[src/include/sync_serial_map.vh]
// register map, field positions and timing constants of the channel
`ifndef SYNC_SERIAL_MAP_VH
`define SYNC_SERIAL_MAP_VH
// register byte offsets
`define A_TXBUF      8'h00
`define A_CTRL       8'h04
`define A_CMD        8'h08
`define A_STATUS     8'h0C
`define A_SKIP       8'h10
`define A_INT_ST     8'h14
`define A_INT_MASK   8'h18
`define A_RXBUF      8'h1C
// control register fields
`define C_IDLE       0
`define C_TERM_RDY   1
`define C_LOCAL_SEL  2
`define CTRL_W       3
`define CTRL_RST     3'h0
// status register fields
`define S_CHR        0
`define S_XMT        1
`define S_RUN        2
`define S_RTS        3
`define S_DSR        4
`define S_CTS        5
`define S_RING       6
`define S_IDLE       7
`define S_RXACT      8
// interrupt bits
`define I_DEMAND     0
`define I_RXCHR      1
`define I_END        2
`define INT_W        3
`define INT_RST      3'h0
// character data
`define CHAR_W       8
`define SYNC_CHAR    8'h16
`define ACC_LSB      3
`define BIT_CNT_W    3
`define BIT_LAST     3'h7
// command code that pulses local timing (octal 6354)
`define LT_CMD       12'hCEC
// time figures
`define CLK_NS       100
`define LT_PULSE_NS  400
`define LT_PULSE_CYC (`LT_PULSE_NS / `CLK_NS)
`define LOC_PER_NS   800
`define LOC_PER_CYC  (`LOC_PER_NS / `CLK_NS)
`define CNT_W        4
// synchronised input bit positions
`define P_XCLK       0
`define P_RCLK       1
`define P_CTS        2
`define P_DSR        3
`define P_RING       4
`define P_RXD        5
`define PIN_N        6
// line level of an idle transmit output
`define MARK         1'b1
`endif

[src/rtl/pin_sync.v]
// two-flop synchroniser bank for inputs from outside the clock domain
`timescale 1ns/10ps
module pin_sync #(
    parameter N = 1
) (
    // clock and reset
    input  wire         i_mclk,
    input  wire         i_sys_rst,
    // asynchronous inputs and their synchronised copies
    input  wire [N-1:0] i_async,
    output wire [N-1:0] o_sync
);
    genvar g;
    generate
        for (g = 0; g < N; g = g + 1) begin : bit_sync
            reg meta_q;
            reg sync_q;
            // the first stage feeds only the second stage
            always @(posedge i_mclk) begin
                if (i_sys_rst) begin
                    meta_q <= 1'b0;
                    sync_q <= 1'b0;
                end else begin
                    meta_q <= i_async[g];
                    sync_q <= meta_q;
                end
            end
            assign o_sync[g] = sync_q;
        end
    endgenerate
endmodule

[src/rtl/sync_serial_channel_xmit.v]
// bit-synchronous serial channel: transmit path, receive assembly, bus
//
// Summary of operation
// - load instruction strobes data into buffer
// - buffer moves to shifter only when permitted
// - last bit when stages 3-9, end zero
// - no transmit clocks while clear-to-send off
// - skip register reflects modem ready line
// - idle mode bit set/cleared by software
// - power clear resets all control state
// - serial data taken from shifter stage one
// - command code 6354 emits local timing pulse
// - sync character starts receive assembly
// - pending unmasked flag raises interrupt
// - read data returned on bits 3-11 (the code returns them on bits 3-10)
// - optional internal timing replaces modem clock
// - transfer sets demand, load sets loaded
// - only sync character starts transmission
// - no character in time ends message
// - idle mode resends last character
//
// Implementation choices: the register offsets and the Wishbone register port.
`timescale 1ns/10ps
`include "sync_serial_map.vh"
module sync_serial_channel_xmit (
    // clock and reset
    input  wire        i_mclk,
    input  wire        i_sys_rst,
    // wishbone slave
    input  wire        i_wb_cyc,
    input  wire        i_wb_stb,
    input  wire        i_wb_we,
    input  wire [7:0]  i_wb_adr,
    input  wire [3:0]  i_wb_sel,
    input  wire [31:0] i_wb_dat,
    output reg  [31:0] o_wb_dat,
    output reg         o_wb_ack,
    // modem side inputs
    input  wire        i_xmit_clk,
    input  wire        i_rcv_clk,
    input  wire        i_clear_to_send,
    input  wire        i_modem_ready,
    input  wire        i_ring,
    input  wire        i_rxd,
    // modem side outputs
    output reg         o_txd,
    output reg         o_req_to_send,
    output reg         o_term_ready,
    output reg         o_local_timing,
    // interrupt
    output reg         o_irq
);
    // synchronised pins
    wire [`PIN_N-1:0] pin_s;
    reg  [`PIN_N-1:0] pin_q;
    // bus decode
    wire              bus_req;
    wire              wr_stb;
    wire              rd_stb;
    // control state
    reg  [`CTRL_W-1:0] ctrl_q;
    reg  [`INT_W-1:0]  int_st_q;
    reg  [`INT_W-1:0]  int_mask_q;
    reg  [`INT_W-1:0]  int_ev;
    // transmit state
    reg  [`CHAR_W-1:0] tcb_q;
    reg  [`CHAR_W:0]   tb_q;
    reg                tb_end_q;
    reg                char_loaded_flag_q;
    reg                xmit_demand_flag_q;
    reg                xmit_running_ff_q;
    reg                send_req_q;
    // receive state
    reg  [`CHAR_W-1:0] rb_q;
    reg  [`CHAR_W-1:0] rcb_q;
    reg                rx_active_q;
    reg  [`BIT_CNT_W-1:0] rx_cnt_q;
    // timing
    reg  [`CNT_W-1:0]  loc_cnt_q;
    reg  [`CNT_W-1:0]  lt_cnt_q;
    reg                loc_tick_q;
    wire               xmit_tick;
    wire               xmit_clock;
    wire               rcv_tick;
    wire               last_bit;
    wire               xfer_permit;
    wire               load_transmit_instr;
    wire               clear_repeat_instr;
    wire               is_sync;
    wire               init_pulse;
    wire               lt_cmd;
    reg  [31:0]        rd_d;
    wire [31:0]        lt_load;

    // byte-lane aware write of low field; only lane 0 select is checked, though the field is 12 bits
    function lane_ok;
        input [3:0] sel;
        begin
            lane_ok = sel[0];
        end
    endfunction

    // sync character compare, used on both paths
    function sync_match;
        input [`CHAR_W-1:0] c;
        begin
            sync_match = (c == `SYNC_CHAR);
        end
    endfunction

    pin_sync #(
        .N (`PIN_N)
    ) u_pin_sync (
        .i_mclk    (i_mclk),
        .i_sys_rst (i_sys_rst),
        .i_async   ({i_rxd, i_ring, i_modem_ready, i_clear_to_send,
                     i_rcv_clk, i_xmit_clk}),
        .o_sync    (pin_s)
    );

    // delayed copy of synchronised pins for edge detection
    always @(posedge i_mclk) begin
        if (i_sys_rst) begin
            pin_q <= {`PIN_N{1'b0}};
        end else begin
            pin_q <= pin_s;
        end
    end

    // power clear doubles as the internal initialise pulse
    assign init_pulse = i_sys_rst;

    // wishbone decode: one request answered in one cycle
    assign bus_req = i_wb_cyc & i_wb_stb & ~o_wb_ack;
    assign wr_stb  = bus_req & i_wb_we & lane_ok(i_wb_sel);
    assign rd_stb  = bus_req & ~i_wb_we;
    assign load_transmit_instr = wr_stb
                               & (i_wb_adr == `A_TXBUF);
    assign lt_cmd = wr_stb & (i_wb_adr == `A_CMD)
                  & (i_wb_dat[11:0] == `LT_CMD);
    // writing the control word with idle clear acts as the clear
    assign clear_repeat_instr = wr_stb & (i_wb_adr == `A_CTRL)
                              & ~i_wb_dat[`C_IDLE];
    assign is_sync = sync_match(i_wb_dat[`CHAR_W-1:0]);

    // timing source: modem clock edge, or internal divider tick
    assign xmit_tick = ctrl_q[`C_LOCAL_SEL] ? loc_tick_q
                     : (pin_s[`P_XCLK] & ~pin_q[`P_XCLK]);
    assign rcv_tick  = ctrl_q[`C_LOCAL_SEL] ? loc_tick_q
                     : (pin_s[`P_RCLK] & ~pin_q[`P_RCLK]);
    // clear-to-send gates the transmit clock
    assign xmit_clock = xmit_tick & pin_s[`P_CTS]
                      & xmit_running_ff_q;
    assign last_bit = ~(|tb_q[`CHAR_W:2]) & ~tb_end_q;
    // a clear landing on the last bit already stops the repeat
    assign xfer_permit = char_loaded_flag_q
                       | (ctrl_q[`C_IDLE]
                          & ~clear_repeat_instr);
    // pulse length cut to the counter width on purpose
    assign lt_load = `LT_PULSE_CYC;

    // internal timing divider and local timing pulse stretcher
    always @(posedge i_mclk) begin
        if (init_pulse) begin
            loc_cnt_q  <= {`CNT_W{1'b0}};
            loc_tick_q <= 1'b0;
            lt_cnt_q   <= {`CNT_W{1'b0}};
        end else begin
            loc_tick_q <= 1'b0;
            if (loc_cnt_q == `LOC_PER_CYC - 1) begin
                loc_cnt_q  <= {`CNT_W{1'b0}};
                loc_tick_q <= 1'b1;
            end else begin
                loc_cnt_q <= loc_cnt_q + 1'b1;
            end
            if (lt_cmd) begin
                lt_cnt_q <= lt_load[`CNT_W-1:0];
            end else if (lt_cnt_q != {`CNT_W{1'b0}}) begin
                lt_cnt_q <= lt_cnt_q - 1'b1;
            end
        end
    end

    // control and mask registers; idle mode only moves by software
    always @(posedge i_mclk) begin
        if (init_pulse) begin
            ctrl_q     <= `CTRL_RST;
            int_mask_q <= `INT_RST;
        end else if (wr_stb) begin
            if (i_wb_adr == `A_CTRL) begin
                ctrl_q <= i_wb_dat[`CTRL_W-1:0];
            end
            if (i_wb_adr == `A_INT_MASK) begin
                int_mask_q <= i_wb_dat[`INT_W-1:0];
            end
        end
    end

    // transmit buffer, shifter and message control
    always @(posedge i_mclk) begin
        if (init_pulse) begin
            tcb_q              <= {`CHAR_W{1'b0}};
            tb_q               <= {(`CHAR_W+1){1'b0}};
            tb_end_q           <= 1'b0;
            char_loaded_flag_q <= 1'b0;
            xmit_demand_flag_q <= 1'b0;
            xmit_running_ff_q  <= 1'b0;
            send_req_q         <= 1'b0;
        end else begin
            if (xmit_clock) begin
                if (!last_bit) begin
                    // shift toward stage one, end marker follows
                    tb_q     <= {tb_end_q, tb_q[`CHAR_W:1]};
                    tb_end_q <= 1'b0;
                end else if (xfer_permit) begin
                    // new character, or a repeat in idle mode
                    tb_q     <= {1'b0, tcb_q};
                    tb_end_q <= 1'b1;
                    xmit_demand_flag_q <= 1'b1;
                    char_loaded_flag_q <= 1'b0;
                end else begin
                    // program was late: end the message
                    xmit_running_ff_q <= 1'b0;
                    send_req_q        <= 1'b0;
                end
            end
            // a load wins the loaded flag over a same-cycle transfer; demand stays set
            if (load_transmit_instr) begin
                tcb_q              <= i_wb_dat[`CHAR_W-1:0];
                char_loaded_flag_q <= 1'b1;
                if (!(xmit_clock && last_bit && xfer_permit)) begin
                    xmit_demand_flag_q <= 1'b0;
                end
                if (!xmit_running_ff_q) begin
                    xmit_running_ff_q <= is_sync;
                    send_req_q        <= is_sync;
                end
            end
        end
    end

    // receive assembly: hunt for sync, then frame every character
    always @(posedge i_mclk) begin
        if (init_pulse) begin
            rb_q        <= {`CHAR_W{1'b0}};
            rcb_q       <= {`CHAR_W{1'b0}};
            rx_active_q <= 1'b0;
            rx_cnt_q    <= {`BIT_CNT_W{1'b0}};
        end else if (rcv_tick) begin
            rb_q <= {pin_s[`P_RXD], rb_q[`CHAR_W-1:1]};
            if (!rx_active_q) begin
                if (sync_match({pin_s[`P_RXD], rb_q[`CHAR_W-1:1]})) begin
                    rx_active_q <= 1'b1;
                    rx_cnt_q    <= {`BIT_CNT_W{1'b0}};
                end
            end else if (rx_cnt_q == `BIT_LAST) begin
                rcb_q    <= {pin_s[`P_RXD], rb_q[`CHAR_W-1:1]};
                rx_cnt_q <= {`BIT_CNT_W{1'b0}};
            end else begin
                rx_cnt_q <= rx_cnt_q + 1'b1;
            end
        end
    end

    // interrupt events of this cycle
    always @* begin
        int_ev = `INT_RST;
        int_ev[`I_DEMAND] = xmit_clock & last_bit & xfer_permit;
        int_ev[`I_RXCHR]  = rcv_tick & rx_active_q
                          & (rx_cnt_q == `BIT_LAST);
        int_ev[`I_END]    = xmit_clock & last_bit & ~xfer_permit;
    end

    // sticky status: a read clears, a same-cycle event survives
    always @(posedge i_mclk) begin
        if (init_pulse) begin
            int_st_q <= `INT_RST;
        end else if (rd_stb && (i_wb_adr == `A_INT_ST)) begin
            int_st_q <= int_ev;
        end else begin
            int_st_q <= int_st_q | int_ev;
        end
    end

    // read multiplexer; character data ride on bits 3 to 10
    always @* begin
        rd_d = 32'h0;
        case (i_wb_adr)
            `A_TXBUF: begin
                rd_d[`ACC_LSB +: `CHAR_W] = tcb_q;
            end
            `A_CTRL: begin
                rd_d[`CTRL_W-1:0] = ctrl_q;
            end
            `A_STATUS: begin
                rd_d[`S_CHR]   = char_loaded_flag_q;
                rd_d[`S_XMT]   = xmit_demand_flag_q;
                rd_d[`S_RUN]   = xmit_running_ff_q;
                rd_d[`S_RTS]   = o_req_to_send;
                rd_d[`S_DSR]   = pin_s[`P_DSR];
                rd_d[`S_CTS]   = pin_s[`P_CTS];
                rd_d[`S_RING]  = pin_s[`P_RING];
                rd_d[`S_IDLE]  = ctrl_q[`C_IDLE];
                rd_d[`S_RXACT] = rx_active_q;
            end
            `A_SKIP: begin
                rd_d[0] = pin_s[`P_DSR];
            end
            `A_INT_ST: begin
                rd_d[`INT_W-1:0] = int_st_q;
            end
            `A_INT_MASK: begin
                rd_d[`INT_W-1:0] = int_mask_q;
            end
            `A_RXBUF: begin
                rd_d[`ACC_LSB +: `CHAR_W] = rcb_q;
            end
            default: begin
                rd_d = 32'h0; // unmapped reads as zero, still acked
            end
        endcase
    end

    // bus answer and registered outputs
    always @(posedge i_mclk) begin
        if (init_pulse) begin
            o_wb_ack       <= 1'b0;
            o_wb_dat       <= 32'h0;
            o_txd          <= `MARK;
            o_req_to_send  <= 1'b0;
            o_term_ready   <= 1'b0;
            o_local_timing <= 1'b0;
            o_irq          <= 1'b0;
        end else begin
            o_wb_ack <= bus_req;
            if (rd_stb) begin
                o_wb_dat <= rd_d;
            end
            // rts rises with send request on the next timing tick, drops without waiting for one
            if (xmit_tick) begin
                o_req_to_send <= send_req_q;
            end else if (!send_req_q) begin
                o_req_to_send <= 1'b0;
            end
            o_txd <= xmit_running_ff_q ? tb_q[0]
                                       : `MARK;
            o_term_ready   <= ctrl_q[`C_TERM_RDY];
            o_local_timing <= (lt_cnt_q != {`CNT_W{1'b0}});
            o_irq          <= |(int_st_q & int_mask_q);
        end
    end
endmodule

[config.mk]
export PLATFORM = sky130hd
export DESIGN_NAME = sync_serial_channel_xmit
export DESIGN_NICKNAME = d
export VERILOG_FILES = /design/src/rtl/pin_sync.v /design/src/rtl/sync_serial_channel_xmit.v
export VERILOG_INCLUDE_DIRS = /design/src /design/src/include
export SDC_FILE = /design/constraint.sdc
export NUM_CORES = 1
export LEC_CHECK = 0
export ABC_CLOCK_PERIOD_IN_PS = 2600
export BUFFER_PORTS_ARGS = -buffer_cell sky130_fd_sc_hd__buf_4
export CORE_UTILIZATION = 35
export DETAILED_ROUTE_END_ITERATION = 10
export PLACE_DENSITY = 0.65
export SLEW_MARGIN = 20
export SYNTH_ARGS = -nofsm -noshare
export SYNTH_HDL_FRONTEND = slang
export SYNTH_SLANG_ARGS = --single-unit
[constraint.sdc]
create_clock -name i_mclk -period 2.6 [get_ports i_mclk]
set_clock_uncertainty 0.15 [all_clocks]
set_input_delay 0.13 -clock i_mclk [delete_from_list [all_inputs] [get_ports i_mclk]]
set_output_delay 0.13 -clock i_mclk [all_outputs]
set_load 0.005 [all_outputs]
==> results.tsv <==
metric	value	unit
critical_path_arrival	2.34	ns
crit_fanout	9	
die_x	108	um
fillers	1059	
place_inst	594	
slowest_stage	dlygate4sd3_1	
wl	9090	um
fin_nets	538	
fin_crit	2.26	ns
wl_per_cell	14.6	um
cp_data_required_time	2.68	ns
grt_pass1_wl	14600	um
synthArstFlopShare	0	
yosys.area_share.simple	0.243	
layout_common_cells	90 x dfxtp_1, 58 x buf_4, 50 x nor2_1	
fmax	443	MHz
synthAdderAreaFrac	0.0126	
boundaryPins	93	
drc	0	
synth-seq-area-share	0.454	
initial_utilization	0.363	
synth_top_family_by_area	simple AND/OR/NAND/NOR gates	
vdd_ir_drop_max	0.000377	V
core	10900	um2
cts_resized	0	
final_common_cell	dfxtp_1	
synth_edf_count	0	
worst_pin_slew	0.881	ns
power_density	623	nW/um2
timing.final.crit_share	0.869	
netlist_area	3970	um2
dp_hpwl	6460	um
avgSynthCellArea	9.49	um2
grt_overflow	0	
gp_congestion	0.855	
final-hold-violation-count	0	
io_buffer_count	48	
status	finished clean	
drt_iter0_markers	164	
clk_pin_slew	0.07	ns
power_leakage	1.93	nW
worstHoldPathType	in2reg	
synth_xor_area_frac	0.00662	
synth.area.mux_share	0.0829	
cts_tree	built	
total_power	0.00302	W
clockBufferDepth	2	
start_kind	primary input	
setup-violations-final	0	
die_y	108	um
maxSlewHeadroom	0.413	
grt_pass1_vias	2960	
maxSlewViolCount	0	
dr_total_vias	3215	
num_rows	38	
instances_no_fill	624	
grt_max_degree	91	
synth_cell_types	59	
fin_util	0.443	
track_usage	0.161	
cts_max_level	3	
layout-drive-gt1-share	0.188	
yosys_warnings	0	
crit_type	in2reg	
first_pass_iters	5	
grt_antenna_before_repair	0	
tns	0	ns
cts_sinks	90	
cts-buffers-inserted	9	
cp-end-kind	flip-flop	
maxCapViolCount	0	
area_growth	22.2	%
ys.flop_type	dfxtp_1	
ant_nets	0	
critical_path.cell_chain	dlygate4sd3_1, buf_4, nor4bb_1, nand4_1, o211ai_4, mux2_2	
dieArea	11800	um2
synth-seq-cells	90	
slowest_delay	0.54	ns
hold_ws	0.0688	ns
synth_compound_area_frac	0.136	
clk_latency	0.34	ns
root_buffer	clkbuf_16	
rsz0062_at_grt	false	
viasPerCell	5.15	
antenna_cells	0	
postSynthCellCount	418	
post_cts_buffers	0	
## per-stage QoR
stage | cell area, um2 | worst slack, ns
finish | 4850 | 0.340
global route | 4850 | 0.237
CTS | 4850 | 0.326
detailed placement | 4420 | 0.460
global placement | 4420 | 0.492
floorplan | 4040 | 0.722
## power by group
group	leakage [nW]	switching (W)	total, W	internal (W)
Clock	0.146	0.000592	0.00127	0.000678
Combinational	1.06	0.000156	0.000296	0.000140
Sequential	0.730	0.0000292	0.00146	0.00143
## layout make-up
| cell class | count | area [um2] | area share |
|---|---|---|---|
| Multi-Input combinational cell | 304 | 2000 | 0.412 |
| Clock buffer | 9 | 225 | 0.0464 |
| Clock inverter | 7 | 68.8 | 0.0142 |
| Sequential cell | 90 | 1800 | 0.372 |
| Timing Repair Buffer | 72 | 576 | 0.119 |
| Inverter | 2 | 7.51 | 0.00155 |
| Tap cell | 140 | 175 | 0.0361 |
## worst paths after layout
check / endpoint / start / cells past startpoint / slack, ns
min: o_wb_dat[2]$_SDFFE_PP0P_ / i_wb_adr[1] / 3 / 0.07
min reg2reg: u_pin_sync.bit_sync[0].sync_q$_SDFF_PP0_ / u_pin_sync.bit_sync[0].meta_q$_SDFF_PP0_ / 1 / 0.29
max reg2reg: tb_q[7]$_SDFFE_PP0P_ / tb_q[2]$_SDFFE_PP0P_ / 5 / 0.46
max: tb_q[7]$_SDFFE_PP0P_ / i_wb_dat[0] / 6 / 0.34
## logic make-up (layout without fill, tap and decap cells)
| family | after synthesis | count (layout) |
|---|---|---|
| XOR/XNOR | 3 | 3 |
| buffers and inverters | 44 | 90 |
| AND/OR/NAND/NOR | 168 | 168 |
| flip-flops | 90 | 90 |
| AO/OA/AOI/OAI | 76 | 76 |
| other | 1 | 21 |
| adder cells (fa/ha/maj) | 4 | 4 |
| multiplexers | 32 | 32 |
## cells in the mapped netlist, drive strengths merged, types with 9 or more instances
cell,count,area [um2]
dfxtp,90,1800
nor2,50,188
buf,27,188
mux2i,25,250
nor2b,25,156
nand2,24,90.1
a21oi,20,100
clkbuf,15,56.3
nand3,11,55.1
a22o,10,87.6
a22oi,9,67.6
a31oi,9,56.3
## critical path: cells and delay by family
family | cells | cell delay, ns
buffers and inverters | 2 | 0.70
AOI/OAI and AO/OA | 1 | 0.43
muxes | 1 | 0.37
and+or+nand+nor | 2 | 0.71
## registers in the layout, indices dropped and copies added, names as in the netlist, 4 cells and up
name / cells
lt_cnt_q: 4
rcb_q: 8
tb_q: 9
o_wb_dat: 11
loc_cnt_q: 4
tcb_q: 8
u_pin_sync.bit_sync.sync_q: 6
rb_q: 7
u_pin_sync.bit_sync.meta_q: 6
## metal layers
layer | global-route usage | up-vias | share of wire | routed length [um]
li1 | - | 1580 | - | -
met3 | 0.0386 | 10 | 0.062 | 564
met4 | 0.0569 | 0 | 0.015 | 137
met5 | 0 | - | 0 | 0
met1 | 0.209 | 1540 | 0.45 | 4070
met2 | 0.261 | 85 | 0.47 | 4320
## what timing repair did
action	CTS	global route
setup endpoints to repair	0	0
hold buffers	14	0
endpoints found under the hold margin	22	0
Note: power is estimated with default switching activity, not from simulation.
